==> src/frp_defines.vh <==
/*
  Constants for the rate, precompensation and data port register block.
  Assumes a 10 MHz system clock and a plain strobe register port.
*/
`ifndef FRP_DEFINES_VH
`define FRP_DEFINES_VH

// Register offsets.
`define FRP_OFF_RATE 3'h4
`define FRP_OFF_DATA 3'h5
`define FRP_OFF_CFGCC 3'h7
`define FRP_OFF_STAT0 3'h6
`define FRP_OFF_CTRL 3'h3

// Rate control fields.
`define FRP_RST_BIT 7
`define FRP_PD_BIT 6
`define FRP_PC_HI 4
`define FRP_PC_LO 2
`define FRP_RATE_HI 1
`define FRP_RATE_LO 0
`define FRP_RATE_RESET 8'h02

// Rate codes.
`define FRP_RATE_500 2'h0
`define FRP_RATE_300 2'h1
`define FRP_RATE_250 2'h2
`define FRP_RATE_1M 2'h3
`define FRP_DRT_TAPE 2'h2

// Precompensation codes.
`define FRP_PC_DEFAULT 3'h0
`define FRP_PC_OFF 3'h7

// Delays count 10 ps units, so that the longest step product of 250 ns fits in 16 bits.
`define FRP_STEP_PS 16'h1047
`define FRP_STEP_TAPE_PS 16'h0823
`define FRP_DEF_LOW_PS 16'h30d4

// Status zero interrupt codes.
`define FRP_IC_NORMAL 2'h0
`define FRP_IC_ABNORMAL 2'h1
`define FRP_IC_INVALID 2'h2
`define FRP_IC_RDYCHG 2'h3

// Equipment check step limit.
`define FRP_STEP_LIMIT 7'h4d

// Data port stack depth and index width.
`define FRP_STACK_DEPTH 4
`define FRP_STACK_AW 2

`endif

==> src/frp_code_a_calc.v <==
/*
  Precompensation delay calculator: turns code and rate into a delay in 10 ps units.
  Assumes inputs are registered values from the same clock domain.
*/
`timescale 1ns/1ps
module frp_code_a_calc
(
  // Selection.
  input wire [2:0] code,
  input wire [1:0] rateSel,
  input wire tapeRate,
  // Result.
  output reg [15:0] delayPs,
  output reg precompOn
);

`include "frp_defines.vh"

reg [15:0] step;
reg [18:0] prod;

always @*
begin
  step = tapeRate ? `FRP_STEP_TAPE_PS : `FRP_STEP_PS;
  prod = {3'h0, step} * {16'h0000, code};
  precompOn = 1'b1;
  delayPs = 16'h0000;
  if (code == `FRP_PC_OFF)
  begin
    precompOn = 1'b0; // [RULE10]
  end
  else if (code == `FRP_PC_DEFAULT)
  begin
    // Default depends on rate; tape and 1 MB/s take one step.
    if (tapeRate || rateSel == `FRP_RATE_1M)
      delayPs = step; // [RULE10]
    else
      delayPs = `FRP_DEF_LOW_PS; // [RULE10]
  end
  else
  begin
    delayPs = prod[15:0]; // [RULE9]
  end
end

endmodule // frp_code_a_calc

==> src/frp_rate_regs.v <==
/*
  Host register block: rate and precompensation control, data port with a four-deep
  status stack, status register zero layout and main status readback.
  Assumes a single 10 MHz clock, a strobe register port driven on that clock,
  and drive status pins that are asynchronous and need synchronising.
*/
// Design decision made here: the strobed register port.
// Operation
// [RULE1] Write-only rate control register at offset 4 sets rate and precompensation.
// [RULE2] Effective rate follows whichever of rate or config register was written last; the code does so only with compatMode set, else the rate register decides.
// [RULE3] Writing one to bit 7 triggers a software reset.
// [RULE4] Bit 6 selects normal operation or power-down.
// [RULE5] Bits 4 to 2 select the precompensation delay code.
// [RULE6] Bits 1-0 select the data rate among four codes.
// [RULE7] Reduced write current is high for codes 00 and 11, low otherwise.
// [RULE8] Tape 2 MB/s only with rate code 01 and drive-rate config 10.
// [RULE9] Codes 001 to 110 step 41.67 ns; halved at the tape rate.
// [RULE10] Code 000 gives the rate default delay; code 111 disables precompensation.
// [RULE11] Data port at offset 5 presents one of four stacked status bytes.
// [RULE12] Data port is disabled after reset until configured.
// [RULE13] Status zero bits 7-6 hold the interrupt code.
// [RULE14] Equipment check set on drive fault or no track zero after 77 steps.
// [RULE15] Status zero bit 3 is not ready; bit 5 is seek end.
// [RULE16] Status zero bit 2 is the current head address.
// [RULE17] Status zero bits 1-0 encode the selected drive.
// [RULE18] A read at offset 4 returns the main status register.
// [RULE19] Reserved bit 5 is ignored; settings hold until next write or reset.
// [RULE20] Master reset returns rate control to code 10 with other bits clear.
`timescale 1ns/1ps
module frp_rate_regs
(
  // Clock and reset.
  input wire clk_sys,
  input wire arst_n,
  // Register port.
  input wire [2:0] regAddr,
  input wire [7:0] regWdata,
  input wire regWr,
  input wire regRd,
  output reg [7:0] regRdata,
  // Compatibility mode and drive-rate configuration.
  input wire compatMode,
  input wire [1:0] driveRateCfg,
  // Command engine side.
  input wire [1:0] intCode,
  input wire seekDone,
  input wire seekOk,
  input wire stepPulse,
  input wire resultPush,
  input wire [7:0] resultByte,
  input wire cmdStart,
  input wire engineBusy,
  input wire [1:0] unitSel,
  input wire headSel,
  // Drive pins.
  input wire driveFault,
  input wire driveReady,
  input wire trackZero,
  // Outputs.
  output reg reduced_write_current_n,
  output reg [1:0] rateSelect,
  output reg tapeRateOn,
  output reg powerDown,
  output reg softReset,
  output reg [15:0] precompDelayPs,
  output reg precompEnable,
  output reg [7:0] cmdByte,
  output reg cmdValid
);

`include "frp_defines.vh"

////////////////////////////////////////////////////////////////////////////////
// Address decode shared by read and write paths.

function isAddr;
  input [2:0] addr;
  input [2:0] off;
  begin
    isAddr = (addr == off);
  end
endfunction

////////////////////////////////////////////////////////////////////////////////
// Pin synchronisers; only the second stage is read.

reg [2:0] pinMeta;
reg [2:0] pinSync;

always @(posedge clk_sys or negedge arst_n)
begin
  if (!arst_n)
  begin
    pinMeta <= 3'h0;
    pinSync <= 3'h0;
  end
  else
  begin
    pinMeta <= {driveFault, driveReady, trackZero};
    pinSync <= pinMeta;
  end
end

wire faultS = pinSync[2];
wire readyS = pinSync[1];
wire trackZeroS = pinSync[0];

////////////////////////////////////////////////////////////////////////////////
// Rate control and configuration control registers.

reg [2:0] codeA;
reg [1:0] rateReg;
reg [1:0] ccRate;
reg ccLast;
reg fifoEnable;

wire wrRate = regWr && isAddr(regAddr, `FRP_OFF_RATE); // [RULE1]
wire wrCc = regWr && isAddr(regAddr, `FRP_OFF_CFGCC);
wire wrCtrl = regWr && isAddr(regAddr, `FRP_OFF_CTRL);

always @(posedge clk_sys or negedge arst_n)
begin
  if (!arst_n)
  begin
    rateReg <= `FRP_RATE_250; // [RULE20]
    codeA <= `FRP_PC_DEFAULT; // [RULE20]
    powerDown <= 1'b0; // [RULE20]
    softReset <= 1'b0; // [RULE20]
    ccRate <= `FRP_RATE_250;
    ccLast <= 1'b0;
    fifoEnable <= 1'b0; // [RULE12]
  end
  else
  begin
    // Software reset is a one-cycle pulse so it never sticks.
    softReset <= wrRate && regWdata[`FRP_RST_BIT]; // [RULE3]
    if (wrRate)
    begin
      powerDown <= regWdata[`FRP_PD_BIT]; // [RULE4]
      codeA <= regWdata[`FRP_PC_HI:`FRP_PC_LO]; // [RULE5] [RULE19]
      rateReg <= regWdata[`FRP_RATE_HI:`FRP_RATE_LO]; // [RULE6]
      ccLast <= 1'b0; // [RULE2]
    end
    else if (wrCc)
    begin
      ccRate <= regWdata[`FRP_RATE_HI:`FRP_RATE_LO];
      ccLast <= 1'b1; // [RULE2]
    end
    if (wrCtrl)
      fifoEnable <= regWdata[0]; // [RULE12]
    else if (softReset)
      fifoEnable <= 1'b0; // [RULE12]
  end
end

// Outside compatibility modes the rate control register alone decides.
wire [1:0] effRate = (compatMode && ccLast) ? ccRate : rateReg; // [RULE2]
wire tapeNow = (effRate == `FRP_RATE_300) && (driveRateCfg == `FRP_DRT_TAPE); // [RULE8]
wire [15:0] delayNow;
wire pcOnNow;

frp_code_a_calc uCalc
(
  .code(codeA),
  .rateSel(effRate),
  .tapeRate(tapeNow),
  .delayPs(delayNow),
  .precompOn(pcOnNow)
);

always @(posedge clk_sys or negedge arst_n)
begin
  if (!arst_n)
  begin
    rateSelect <= `FRP_RATE_250;
    reduced_write_current_n <= 1'b0;
    tapeRateOn <= 1'b0;
    precompDelayPs <= 16'h0000;
    precompEnable <= 1'b0;
  end
  else
  begin
    rateSelect <= effRate; // [RULE6]
    reduced_write_current_n <= (effRate == `FRP_RATE_500) || (effRate == `FRP_RATE_1M); // [RULE7]
    tapeRateOn <= tapeNow; // [RULE8]
    precompDelayPs <= delayNow; // [RULE9]
    precompEnable <= pcOnNow; // [RULE10]
  end
end

////////////////////////////////////////////////////////////////////////////////
// Status zero assembly.

reg [1:0] icField;
reg seekEnd;
reg equipCheck;
reg [6:0] stepCount;

always @(posedge clk_sys or negedge arst_n)
begin
  if (!arst_n)
  begin
    icField <= `FRP_IC_NORMAL;
    seekEnd <= 1'b0;
    equipCheck <= 1'b0;
    stepCount <= 7'h00;
  end
  else
  begin
    icField <= intCode; // [RULE13]
    if (seekDone)
      seekEnd <= seekOk; // [RULE15]
    if (cmdStart)
      stepCount <= 7'h00;
    else if (stepPulse && !trackZeroS && stepCount != `FRP_STEP_LIMIT)
      stepCount <= stepCount + 7'h01;
    // Set wins over the clear at command start.
    if (faultS || (stepCount == `FRP_STEP_LIMIT && !trackZeroS)) // [RULE14]
      equipCheck <= 1'b1;
    else if (cmdStart)
      equipCheck <= 1'b0;
  end
end

wire [7:0] statusZero = {icField, seekEnd, equipCheck, !readyS, headSel, unitSel}; // [RULE13] [RULE15] [RULE16] [RULE17]

////////////////////////////////////////////////////////////////////////////////
// Result stack behind the data port.

reg [7:0] stack [0:`FRP_STACK_DEPTH-1];
reg [`FRP_STACK_AW-1:0] topIdx;
reg [`FRP_STACK_AW:0] fill;

wire rdData = regRd && isAddr(regAddr, `FRP_OFF_DATA);
wire wrData = regWr && isAddr(regAddr, `FRP_OFF_DATA);
wire popOk = rdData && fifoEnable && (fill != 3'h0);
wire pushOk = resultPush && (fill != 3'h4);
// The write slot wraps inside the stack; a wider sum would miss slot zero.
wire [`FRP_STACK_AW-1:0] pushIdx = topIdx + fill[`FRP_STACK_AW-1:0];

genvar gi;
generate
  for (gi = 0; gi < `FRP_STACK_DEPTH; gi = gi + 1)
  begin : gStack
    always @(posedge clk_sys or negedge arst_n)
    begin
      if (!arst_n)
        stack[gi] <= 8'h00;
      else if (pushOk && pushIdx == gi)
        stack[gi] <= resultByte; // [RULE11]
    end
  end
endgenerate

always @(posedge clk_sys or negedge arst_n)
begin
  if (!arst_n)
  begin
    topIdx <= 2'h0;
    fill <= 3'h0;
    cmdByte <= 8'h00;
    cmdValid <= 1'b0;
  end
  else
  begin
    if (popOk)
      topIdx <= topIdx + 2'h1; // [RULE11]
    if (softReset)
      fill <= 3'h0;
    else if (pushOk && !popOk)
      fill <= fill + 3'h1;
    else if (popOk && !pushOk)
      fill <= fill - 3'h1;
    cmdValid <= wrData && fifoEnable; // [RULE12]
    if (wrData)
      cmdByte <= regWdata; // [RULE11]
  end
end

////////////////////////////////////////////////////////////////////////////////
// Read data, valid only the cycle after the strobe.

wire [7:0] mainStatus = {fifoEnable && !engineBusy, fill != 3'h0, 1'b0, engineBusy, 4'h0};

always @(posedge clk_sys or negedge arst_n)
begin
  if (!arst_n)
    regRdata <= 8'h00;
  else if (!regRd)
    regRdata <= 8'h00;
  else if (isAddr(regAddr, `FRP_OFF_RATE))
    regRdata <= mainStatus; // [RULE18]
  else if (isAddr(regAddr, `FRP_OFF_DATA))
    regRdata <= (fifoEnable && fill != 3'h0) ? stack[topIdx] : 8'h00; // [RULE11]
  else if (isAddr(regAddr, `FRP_OFF_STAT0))
    regRdata <= statusZero; // [RULE13]
  else if (isAddr(regAddr, `FRP_OFF_CTRL))
    regRdata <= {7'h00, fifoEnable};
  else
    regRdata <= 8'h00;
end

endmodule // frp_rate_regs

==> config.mk <==
export PLATFORM = sky130hd
export DESIGN_NAME = frp_rate_regs
export DESIGN_NICKNAME = d
export VERILOG_FILES = /design/src/frp_code_a_calc.v /design/src/frp_rate_regs.v
export VERILOG_INCLUDE_DIRS = /design/src
export SDC_FILE = /design/constraint.sdc
export NUM_CORES = 1
export LEC_CHECK = 0
export BUFFER_PORTS_ARGS = -buffer_cell sky130_fd_sc_hd__buf_2
export CAP_MARGIN = 10
export CORE_AREA = 2 2 130 100
export CTS_BUF_LIST = sky130_fd_sc_hd__clkbuf_8
export DETAILED_ROUTE_END_ITERATION = 7
export DIE_AREA = 0 0 132 102
export PLACE_DENSITY = 0.64
export SETUP_SLACK_MARGIN = 0.15
export SLEW_MARGIN = 20
export SYNTH_ARGS = -nofsm -noshare
export SYNTH_HDL_FRONTEND = slang
export SYNTH_SLANG_ARGS = --single-unit
==> constraint.sdc <==
create_clock -name clk_sys -period 3.4 [get_ports clk_sys]
set_input_delay 0.34 -clock clk_sys [delete_from_list [all_inputs] [get_ports clk_sys]]
set_output_delay 0.34 -clock clk_sys [all_outputs]
set_load 0.1 [all_outputs]
==> reports/results.txt, run 1 <==
Row generation in the floorplan step produced 35 rows. The final layout contains routed wiring with a total length of 10400 µm. The largest incremental delay on the critical path works out to 0.41 ns. The pin count of the biggest net entering global routing is 52. The logs give 0.463 for the core occupancy in the finished layout and 0 for the final-report hold violation count. The top flip-flop cell by instance count after synthesis was sky130_fd_sc_hd__dfrtp_1. CTS clock-pin slew for the worst setup and hold paths: 0.10 ns. TritonCTS built the clock tree.

The worst setup path is launched from a flip-flop. For this block, the initial DRC count from the detailed router was 244. The top cell family by delay on the critical path is adder cells. The die extent in y was 102 µm. The setup path with the least slack is of type reg2reg. The run gives 3.37 ns as the data arrival time at the worst-slack endpoint. The fill cell instance count of the final layout came out at 1110. The detailed router placed 3228 vias in this run. Number of port buffers: 78.

The signal on the critical path passes through nand2_2, mux2_2, ha_1, nand3b_1, clkinv_2, nor2_2, fa_1, ha_2, fa_2, a21o_1, nand3_1, o211ai_1, a221oi_1. The average instance area after synthesis was 12.8 µm². Across the routed clock network, the largest skew measured is 0.0114 ns. The iteration count of the initial detailed-routing pass was 4; the share of the yosys chip area belonging to registers was 0.535. The core region is 0.0121 mm². After legalization and detailed placement, the total HPWL measured 7600 µm.

The floorplan step defined a die boundary enclosing 0.0135 mm². At the end of routability-driven placement, the weighted congestion stood at 0.896. Number of top-level pins: 80. The critical-path cell with the highest stage delay was sky130_fd_sc_hd__fa_1. Once detail routing completed, the nets flagged for antenna violations numbered 0. Yosys instantiated no cell more often than sky130_fd_sc_hd__dfrtp_1. In this run, synthesis produced a sequential element count of 102. The tools report the all-layer global routing usage as 0.163. The smallest clock period supported by the final layout is computed as 3.10 ns. In the final layout, the multi-input gates occupy 0.00213 mm². STA classifies the critical path endpoint as a flip-flop. Setup violations remaining at the end of the flow were counted as 0. The area added between synthesis and finish came out at 17.5%.

At the pin with the least slew margin, the transition time is 0.675 ns. The worst hold path belongs to the class in2reg. The distinct cell type count after synthesis is 58. The logs give 0 for the number of max-slew violations in the final report and 0.00478 mm² for the summed instance area of the synthesized netlist. Counting every instance in the synthesized netlist gives 374. The tools report the via count of the first global-routing pass as 3309. The fraction of layout cells with a size suffix above 1 came out at 0.397. In this run, CTS created clock tree buffers numbering 9. The first-pass GRT wire length was 17000 µm; the DRC violations left was 0. The run gives 0.0689 ns as the worst hold margin. For the tightest slew margin relative to the limit, the log shows 0.550. Clock latency on the worst-skew pair, taken at its later pin, is 0.37 ns.

The number of antenna violations at the first check in global routing was 0. Timing would allow up to 323 MHz. Clock tree synthesis selected as its root buffer the cell sky130_fd_sc_hd__clkbuf_8. Yosys mapped a number of flops with a built-in enable equal to 0.

For this design the static power due to leakage is 2.59 nW. The routed wirelength normalized by instance count works out to 16.5 µm. Setup repair after global routing left no endpoint under its margin. The top cell type's share of synthesized area is 0.519, and the buffer levels on the longest clock path is 2. Worst path buffer plus inverter count: 1. The H-tree depth reported by CTS is 3. The commonest cells after synthesis are sky130_fd_sc_hd__dfrtp_1 (99), sky130_fd_sc_hd__mux2_2 (51), sky130_fd_sc_hd__nor2_1 (20).

The portion of the clock cycle consumed by the worst path in the final layout is 0.911. The post-synthesis async set-or-reset flop share works out to 1.00. The ratio of total power to cell area was 873 mW/mm²; the antenna diode instance count was 0.

The synthesis warning total is 0. The number of nets in the layout came out at 515. The initial core utilization is 0.394, and the die width is 132 µm. By area the synthesized netlist is led by sky130_fd_sc_hd__dfrtp_1 (52%), sky130_fd_sc_hd__mux2_2 (12%), sky130_fd_sc_hd__mux4_2 (3.8%). Sum of internal, switching and leakage power: 4.90 mW. Largest area contributor in the synthesized netlist: sky130_fd_sc_hd__dfrtp_1. Summed over all layers, the global routing overflow is 0.

The flow ran to the end, and the final reports show no timing, DRC or antenna violations. Across the run, the number of max-cap violations was 0. Dividing the detail-routed via count by the number of cells gives 5.13.

Summing all flip-flop and latch instances after layout gives 0.00256 mm². The worst-case IR drop observed on VDD is 359 µV. Along the worst path, the maximum fanout reaches 3. STA puts the critical path data required time at 3.67 ns. For the setup TNS after final layout, the log shows 0 ns. The tree built by TritonCTS fans out to 102 sinks.
-- power breakdown --
part	switching, mW	internal [mW]	leakage (nW)
combinational	1.52	0.805	1.24
sequential	0.227	1.58	1.25
clock	0.421	0.340	0.106
total	2.17	2.73	2.59
-- cell families (layout without fill, tap and decap cells) --
| kind of cell | Yosys count | count (layout) | synth area share |
|---|---|---|---|
| xor+xnor | 11 | 11 | 0.0272 |
| buf+inv | 32 | 119 | 0.0314 |
| other cells | 2 | 4 | 0.00157 |
| compound gates | 58 | 58 | 0.0817 |
| mux | 61 | 61 | 0.162 |
| fa+ha+maj | 17 | 17 | 0.0508 |
| simple gates | 91 | 91 | 0.110 |
| flops | 102 | 102 | 0.535 |
-- through the flow --
| stage | setup WS [ns] | instances | area, µm² |
|---|---|---|---|
| final | 0.302 | 629 | 5610 |
| after global routing | 0.153 | 629 | 5610 |
| after CTS | 0.173 | 628 | 5550 |
| after detailed placement | 0.0724 | 611 | 5340 |
| after global placement | 0.150 | 611 | 5340 |
| after floorplan | 0.203 | 376 | 4780 |
-- worst reg2reg max path: cells and delay by family (launching register included) --
kind	cells	cell delay, ns
AO/OA/AOI/OAI	3	0.62
adder cells (fa/ha/maj)	4	1.16
buffers and inverters	1	0.07
flip-flops	1	0.40
multiplexers	1	0.36
AND/OR/NAND/NOR	4	0.40
-- cells in the final DEF, fill, tap and decap left out, types with 3 or more instances in the layout --
cell type	instances
sky130_fd_sc_hd__dfrtp_1	99
sky130_fd_sc_hd__buf_2	77
sky130_fd_sc_hd__mux2_2	51
sky130_fd_sc_hd__inv_1	18
sky130_fd_sc_hd__nor2_1	18
sky130_fd_sc_hd__nand2_1	16
sky130_fd_sc_hd__o21ai_0	14
sky130_fd_sc_hd__a21oi_1	11
sky130_fd_sc_hd__ha_1	11
sky130_fd_sc_hd__nand3_1	10
sky130_fd_sc_hd__clkbuf_8	9
sky130_fd_sc_hd__mux4_2	8
sky130_fd_sc_hd__buf_4	8
sky130_fd_sc_hd__nor2b_1	7
sky130_fd_sc_hd__a31oi_1	7
sky130_fd_sc_hd__xnor2_1	5
sky130_fd_sc_hd__a22oi_1	5
sky130_fd_sc_hd__nand4_1	4
sky130_fd_sc_hd__conb_1	4
sky130_fd_sc_hd__and2_1	3
sky130_fd_sc_hd__nand2b_1	3
sky130_fd_sc_hd__and3_1	3
sky130_fd_sc_hd__xor2_1	3
sky130_fd_sc_hd__a211oi_1	3
sky130_fd_sc_hd__fa_1	3
sky130_fd_sc_hd__dfstp_2	3
-- per-layer routing --
metal / up-vias / wire, µm / GRT usage
li1: 1503 / - / -
met1: 1620 / 4850 / 0.227
met2: 91 / 4750 / 0.248
met3: 14 / 582 / 0.0427
met4: 0 / 175 / 0.0635
met5: - / 0 / 0
-- final timing paths --
| check | from | endpoint | slack, ns | cells after the start |
|---|---|---|---|---|
| max | ccLast | precompDelayPs[6] | 0.30 | 13 |
| min | driveReady | pinMeta[1] | 0.07 | 1 |
| max reg2reg | ccLast | precompDelayPs[6] | 0.30 | 13 |
| min reg2reg | pinMeta[2] | pinSync[2] | 0.36 | 0 |
| max in group asynchronous | arst_n | ccRate[1] | 2.02 | 3 |
| min in group asynchronous | arst_n | stack[4] | 0.52 | 2 |
-- layout make-up --
| type | count | area share |
|---|---|---|
| Timing Repair Buffer | 86 | 0.0812 |
| Inverter | 17 | 0.0116 |
| Clock inverter | 7 | 0.0123 |
| Multi-Input combinational cell | 242 | 0.380 |
| Clock buffer | 9 | 0.0221 |
| Tap cell | 166 | 0.0370 |
| Sequential cell | 102 | 0.456 |
-- flip-flops by register name, summed over array words and instances (netlist names), 2 cells and up --
name / count
stack: 32
stepCount: 7
topIdx: 2
precompDelayPs: 15
pinSync: 3
ccRate: 2
rateSelect: 2
regRdata: 8
pinMeta: 3
cmdByte: 8
codeA: 3
icField: 2
rateReg: 2
fill: 3
-- repair_timing --
action | 4_1_cts | 5_1_grt
hold buffers | 1 | 0
endpoints found under the setup margin | 1 | 4
gates cloned | 0 | 0
gates resized for setup | 1 | 11
setup buffers | 0 | 1
pin swaps | 0 | 4
hold endpoints to repair | 8 | 0
Note: power is estimated with default switching activity, not from simulation.
==> run 2: changes to the inputs <==
--- a/config.mk
+++ b/config.mk
@@ -11,3 +11,2 @@
 export CORE_AREA = 2 2 130 100
-export CTS_BUF_LIST = sky130_fd_sc_hd__clkbuf_8
 export DETAILED_ROUTE_END_ITERATION = 7
--- a/constraint.sdc
+++ b/constraint.sdc
@@ -3,2 +3,2 @@
 set_output_delay 0.34 -clock clk_sys [all_outputs]
-set_load 0.1 [all_outputs]
+set_load 0.05 [all_outputs]
==> run 2 against run 1 <==
Compared with the run above: sequential power hardly changed; clock power is 36% higher; register-to-register slack barely moved; wire length rose by 0.34%; clock-buffer cell count is 2 higher; cell area increased by 1.5%; critical path type unchanged; largest power group unchanged.
==> reports/results.txt, run 2 (synthesis results as in run 1) <==
The flow ran to the end, and the final reports show no timing, DRC or antenna violations. Setup repair after global routing left no endpoint under its margin. The tools report the data arrival time at the worst-slack endpoint as 3.34 ns (-0.03 ns).

The tools report the worst clock skew as 0.00821 ns (-0.00316 ns). In the layout the commonest cells are sky130_fd_sc_hd__dfrtp_1 (99), sky130_fd_sc_hd__buf_2 (77), sky130_fd_sc_hd__mux2_2 (51). The end of the worst register-to-register path was precompDelayPs[6].

The CTS clock-pin slew for the worst setup and hold paths was 0.07 ns (-0.03 ns). The run gives 10400 µm (+0.34%) as the sum of routed wire length over all layers. The iteration count of the initial detailed-routing pass is 5 (+1). The buffer levels on the longest clock path was 2 (unchanged).

The area of the core came out at 0.0121 mm² (unchanged). The worst setup path is of the reg2reg kind. The maximum fanout encountered on the critical timing path was 3 (unchanged).

Setup TNS after final layout: 0 ns (unchanged). The global-route congestion overflow total was 0 (unchanged). The clock sink count is 102 (unchanged). The logs give 3 (unchanged) for the H-tree depth reported by CTS and 7600 µm (unchanged) for the HPWL after detailed placement. In this run the worst setup path terminates at precompDelayPs[6]. The number of top-level pins came out at 80 (unchanged).

The initial core utilization was 0.394 (unchanged). Counting flops per register, the top entry is stack. The tools report the peak clock frequency supported by timing as 323 MHz (about the same). For the tightest slew margin relative to the limit, the log shows 0.553 (+0.00348). The tools report the routability congestion estimate as 0.896 (unchanged).

The tools report the category of the worst setup path launch point as a flip-flop. For the count of nets left with antenna violations after detail routing, the log shows 0 (unchanged). First-pass GRT wire length: 17100 µm (+0.45%). The die extent in y is 102 µm (unchanged), and the count of max-cap constraint violations is 0 (unchanged). The largest registers in the layout are stack: 32 flops, precompDelayPs: 15 flops. Total via count after detailed routing: 3210 (-0.56%). The ratio of total power to cell area came out at 831 mW/mm² (-4.8%). The slew at the pin with the worst max-slew slack was 0.670 ns (-0.00522 ns); the all-layer global routing usage was 0.163 (about the same).

The run gives 0.302 ns (+0.000264 ns) as the post-layout worst setup margin. The number of port buffers is 78 (unchanged), and the worst-case register-to-register setup slack is 0.30 ns (about the same). The fraction of layout cells with a size suffix above 1 was 0.397 (-0.000445).

The average via count per standard cell was 5.12 (-0.24%); the die width was 132 µm (unchanged). For the number of max-slew violations in the final report, the log shows 0 (unchanged). For the number of nets in the layout, the log shows 513 (-0.39%). The library cell used most frequently in the layout, excluding fill and tap cells, is sky130_fd_sc_hd__dfrtp_1. For the clock network latency to the later pin of the worst-skew pair, the log shows 0.35 ns (-0.02 ns). Number of setup violations in the final report: 0 (unchanged).

The root cell of the clock tree was sky130_fd_sc_hd__clkbuf_16. The run gives 0.0135 mm² (unchanged) as the area of the die. The number of antenna violations at the first check in global routing came out at 0 (unchanged).

The worst register-to-register path begins at ccLast. The flip-flop count of the largest register, all copies and words added is 32 (unchanged), and the DRC violations left is 0 (unchanged). The portion of the clock cycle consumed by the worst path in the final layout was 0.911 (about the same); the final-report hold violation count was 0 (unchanged). Peak supply drop: 291 µV (-19%). The tools report the pin count of the biggest net entering global routing as 52 (unchanged). The number of cell rows was 35 (unchanged). For the critical path required time, the log shows 3.65 ns (-0.02 ns).

STA classifies the critical path endpoint as a flip-flop. The tools report the post-CTS repair timing setup buffer count as 0 (unchanged). The clock period minus final worst setup slack was 3.10 ns (-0.000264 ns).

In this run the worst setup path begins at ccLast. The antenna diode instance count came out at 0 (unchanged). The run gives 0.0724 ns (unchanged) as the worst slack at placement.

TritonCTS built the clock tree. Area added between synthesis and finish: 19.3%. The sum of internal, switching and leakage power came out at 4.73 mW (-3.4%). The tools report the via count of the first global-routing pass as 3325 (+0.48%). Cell depth of the worst flop-to-flop path: 13 (unchanged). The routed wirelength normalized by instance count works out to 16.6 µm (+0.66%). The run gives 0 (-1) as the quantity of hold-fixing buffers added after cts.

The path class of the tightest hold or removal check is in2async. The logs give 0.0155 ns (-0.0534 ns) for the worst hold margin and 9 (unchanged) for the number of buffers created by CTS. The DRC marker count from the first detailed-route iteration came out at 226 (-7.4%). For the leakage power summed over all cells, the log shows 2.62 nW (+1.1%).
-- run 2: changes by cell type in the layout (fill, tap and decap cells not counted) --
cell / delta
sky130_fd_sc_hd__buf_4: -1
sky130_fd_sc_hd__clkbuf_1: +2
sky130_fd_sc_hd__clkbuf_16: +9
sky130_fd_sc_hd__clkbuf_8: -9
sky130_fd_sc_hd__dlygate4sd3_1: -1
sky130_fd_sc_hd__inv_1: -2
-- run 2: metrics by stage --
step,utilization,area (µm²),std cells
floorplan,-,4780,376
global placement,0.441,5340,611
detailed placement,0.441,5340,611
CTS,0.465,5640,627
global route,0.470,5700,627
finish,0.470,5700,627
-- run 2: repair_timing --
| action | in CTS | in global routing |
|---|---|---|
| pin swaps | 0 | 4 |
| endpoints found under the setup margin | 1 | 4 |
| resized for setup | 1 | 11 |
-- run 2: layer usage --
metal	share of wire	global-route usage	vias to the layer above
li1	-	-	1503
met1	0.47	0.227	1608
met2	0.46	0.250	84
met3	0.050	0.0367	15
met4	0.018	0.0686	0
met5	0	0	-
-- run 2: layout make-up --
type / instances / area [µm²]
Clock buffer: 11 / 233
Clock inverter: 5 / 61.3
Fill cell: 1103 / 6430
Inverter: 17 / 65.1
Multi-Input combinational cell: 242 / 2130
Sequential cell: 102 / 2560
Tap cell: 166 / 208
Timing Repair Buffer: 84 / 438
-- run 2: worst min path at each step --
stage          startpoint    endpoint  depth (start not counted)
2_1_floorplan      arst_n      ccLast                          0
3_5_place_dp   pinMeta[2]  pinSync[2]                          0
4_1_cts            arst_n    stack[4]                          1
3_3_place_gp   pinMeta[0]  pinSync[0]                          0
5_1_grt            arst_n   stack[19]                          1
6_report           arst_n    stack[4]                          1
-- run 2: worst max-delay path, stage by stage, from the launching register on --
cell                       delay (ns)
sky130_fd_sc_hd__dfrtp_1         0.39
sky130_fd_sc_hd__nand2_2         0.08
sky130_fd_sc_hd__mux2_2          0.36
sky130_fd_sc_hd__ha_1            0.20
sky130_fd_sc_hd__nand3b_1        0.12
sky130_fd_sc_hd__clkinv_2        0.07
sky130_fd_sc_hd__nor2_2          0.10
sky130_fd_sc_hd__fa_1            0.41
sky130_fd_sc_hd__ha_2            0.20
sky130_fd_sc_hd__fa_2            0.35
sky130_fd_sc_hd__a21o_1          0.21
sky130_fd_sc_hd__nand3_1         0.10
sky130_fd_sc_hd__o211ai_1        0.11
sky130_fd_sc_hd__a221oi_1        0.30
-- run 2: power by group --
part,internal [mW],switching [mW]
Sequential,1.58,0.230
Clock,0.576,0.454
Combinational,0.804,1.08
Total,2.96,1.77
==> run 3: changes to the inputs <==
HOLD_SLACK_MARGIN = 0.15   (was unset)
==> run 3 against run 2 <==
Compared with the run above: core utilization grew 0.50 points; die area did not move; fmax decreased by 0.71%; clock power hardly changed; largest cell class unchanged; largest power group unchanged; global-route usage increased by 0.12 points; sequential share of layout area decreased by 0.47 points; clock skew increased by 0.0011 ns; combinational power about the same; critical endpoint unchanged; total power barely moved; cell area is 1.1% higher.
==> reports/results.txt, run 3 (synthesis results as in run 1) <==
The flow ran to the end, and the final reports show no timing, DRC or antenna violations. The all-layer global routing usage was 0.165 (+0.00122). The run gives 3 (unchanged) as the H-tree depth reported by CTS. Leakage power summed over all cells: 2.65 nW (+0.96%). For the global-route congestion overflow total, the log shows 0 (unchanged). The run gives 0.217 (about the same) as the clock share of power. The logs give 0 (unchanged) for the final-report hold violation count and 321 MHz (-0.71%) for the peak clock frequency supported by timing.

Combinational fraction of design power: 0.400 (about the same). Setup repair after global routing left no endpoint under its margin. The number of top-level pins was 80 (unchanged); the setup TNS after final layout was 0 ns (unchanged).

Leaving out fill and tap cells, the most frequent cell in the layout is sky130_fd_sc_hd__dfrtp_1. The maximum fanout encountered on the critical timing path came out at 3 (unchanged). The worst path buffer plus inverter count works out to 1 (unchanged).

The kind of capture point of the worst setup path is a flip-flop. The routed wirelength normalized by instance count was 16.6 µm (+0.15%); the fraction of layout cells with a size suffix above 1 was 0.392 (-0.00510). The net switching power of the design is 1.77 mW (about the same), and the area of the core is 0.0121 mm² (unchanged).

DRC marker count from the first detailed-route iteration: 243 (+7.5%). The slew at the pin with the worst max-slew slack came out at 0.675 ns (+0.00495 ns). The data arrival time at the worst-slack endpoint was 3.36 ns (+0.02 ns).

The logs give 0 (unchanged) for the number of setup violations in the final report and 35 (unchanged) for the number of cell rows. Portion of the clock cycle consumed by the worst path in the final layout: 0.918 (+0.00655). The worst setup path is of the reg2reg kind. The sequential share of power is 0.383 (about the same). Walking the worst path, the cells encountered are nand2_2, mux2_2, ha_1, nand3b_1, clkinv_2, nor2_2, fa_1, ha_2, fa_2, a21o_1, nand3_1, o211ai_1, a221oi_1. The net switching fraction of the power is 0.373 (about the same), and the pin count of the biggest net entering global routing is 52 (unchanged). The routability congestion estimate is 0.896 (unchanged).

The worst clock skew is 0.00935 ns (+0.00115 ns). The run gives 0.394 (unchanged) as the initial core utilization. Count of nets left with antenna violations after detail routing: 0 (unchanged). The run gives 0.0724 ns (unchanged) as the worst slack at placement. The sum of internal, switching and leakage power was 4.74 mW (about the same); the peak supply drop was 291 µV (about the same). The internal power is 2.97 mW (+0.14%), and the die width is 132 µm (unchanged).

The number of port buffers was 78 (unchanged); the clock sink count was 102 (unchanged). The run gives 0.35 ns (about the same) as the clock network latency to the later pin of the worst-skew pair. The run gives 519 (+1.2%) as the number of nets in the layout.

The largest registers in the layout are stack: 32 flops, precompDelayPs: 15 flops. The root cell of the clock tree is sky130_fd_sc_hd__clkbuf_16. The logs give 0 (unchanged) for the number of max-slew violations in the final report and 0 (unchanged) for the number of antenna violations at the first check in global routing. The sum of routed wire length over all layers came out at 10500 µm (+1.1%).

The number of buffers created by CTS is 9 (unchanged). The antenna diode instance count was 0 (unchanged); the iteration count of the initial detailed-routing pass was 5 (unchanged). On the critical path, the stage with the largest delay is an instance of sky130_fd_sc_hd__fa_1. Relative to the synthesized area, the layout overhead comes to 20.5%. The DRC violations left is 0 (unchanged). The die extent in y works out to 102 µm (unchanged). The run gives 0 (unchanged) as the count of max-cap constraint violations.

The tightest slew margin relative to the limit was 0.550 (-0.00330). HPWL after detailed placement: 7600 µm (unchanged). The type of the most critical hold path is in2reg. CTS clock-pin slew for the worst setup and hold paths: 0.07 ns (about the same). The average via count per standard cell is 5.16 (+0.81%). Buffer levels on the longest clock path: 2 (unchanged).

Grouping stages by cell kind, the critical path spends the most delay in adder cells. TritonCTS built the clock tree. STA classifies the critical path startpoint as a flip-flop. For the fill cell instance count of the final layout, the log shows 1099 (-0.36%). The tools report the first-pass GRT wire length as 17200 µm (+0.85%).

The critical path required time is 3.64 ns (about the same), and the largest incremental delay on the critical path is 0.41 ns (about the same). Clock period minus final worst setup slack: 3.12 ns (+0.0223 ns). The register with the most flip-flops was stack. The total via count after detailed routing is 3267 (+1.8%).

The ratio of total power to cell area came out at 823 mW/mm² (-0.95%). In the layout the commonest cells are sky130_fd_sc_hd__dfrtp_1 (99), sky130_fd_sc_hd__buf_2 (77), sky130_fd_sc_hd__mux2_2 (51). The post-layout worst setup margin is 0.280 ns (-0.0223 ns). The flip-flop count of the largest register, all copies and words added works out to 32 (unchanged).

The via count of the first global-routing pass was 3340 (+0.45%). The area of the die came out at 0.0135 mm² (unchanged).
run 3: worst paths after layout:
| path | end | from | cells past startpoint | slack, ns |
|---|---|---|---|---|
| worst max-delay path | precompDelayPs[6] | ccLast | 13 | 0.28 |
| worst min register to register | pinSync[2] | pinMeta[2] | 0 | 0.35 |
| max in group asynchronous | ccRate[1] | arst_n | 3 | 1.99 |
| min in group asynchronous | stack[4] | arst_n | 2 | 0.56 |
| worst min-delay path | cmdByte[5] | regWdata[5] | 2 | 0.22 |
| worst max register to register | precompDelayPs[6] | ccLast | 13 | 0.28 |
run 3: power groups by stage:
stage | logic [mW] | registers (mW) | clock network (mW)
detailed placement | 1.87 | 1.83 | 0
global placement | 1.83 | 1.81 | 0
CTS | 1.88 | 1.81 | 1.06
finish | 1.89 | 1.81 | 1.03
floorplan | 1.12 | 2.14 | 0
global route | 2.06 | 1.86 | 1.11
run 3: cell type report:
class,count,area [µm²],area share
clock inverters,5,61.3,0.0107
well taps,166,208,0.0361
inverters,17,65.1,0.0113
repair buffers,90,498,0.0865
clock buffers,11,233,0.0404
flip-flops and latches,102,2560,0.444
multi-input cells,242,2130,0.371
run 3: routing by layer:
metal / up-vias / wire [µm] / global-route usage
met5: - / 0 / 0
met4: 0 / 182 / 0.0635
met3: 16 / 466 / 0.0397
met2: 86 / 4900 / 0.254
met1: 1651 / 4960 / 0.228
li1: 1514 / - / -
run 3: what timing repair did:
| action | in CTS | in global routing |
|---|---|---|
| endpoints found under the hold margin | 54 | 0 |
| setup buffers | 0 | 0 |
| setup endpoints to repair | 1 | 4 |
| pin swaps | 0 | 4 |
| hold buffers | 6 | 0 |
| resized for setup | 1 | 11 |
run 3: through the flow:
step / area, µm² / hold slack [ns] / util / cells
6_report: 5760 / 0.223 / 0.474 / 633
4_1_cts: 5700 / 0.207 / 0.470 / 633
5_1_grt: 5760 / 0.219 / 0.474 / 633
2_1_floorplan: 4780 / 0.0444 / - / 376
3_3_place_gp: 5340 / 0.334 / 0.441 / 611
3_5_place_dp: 5340 / 0.339 / 0.441 / 611
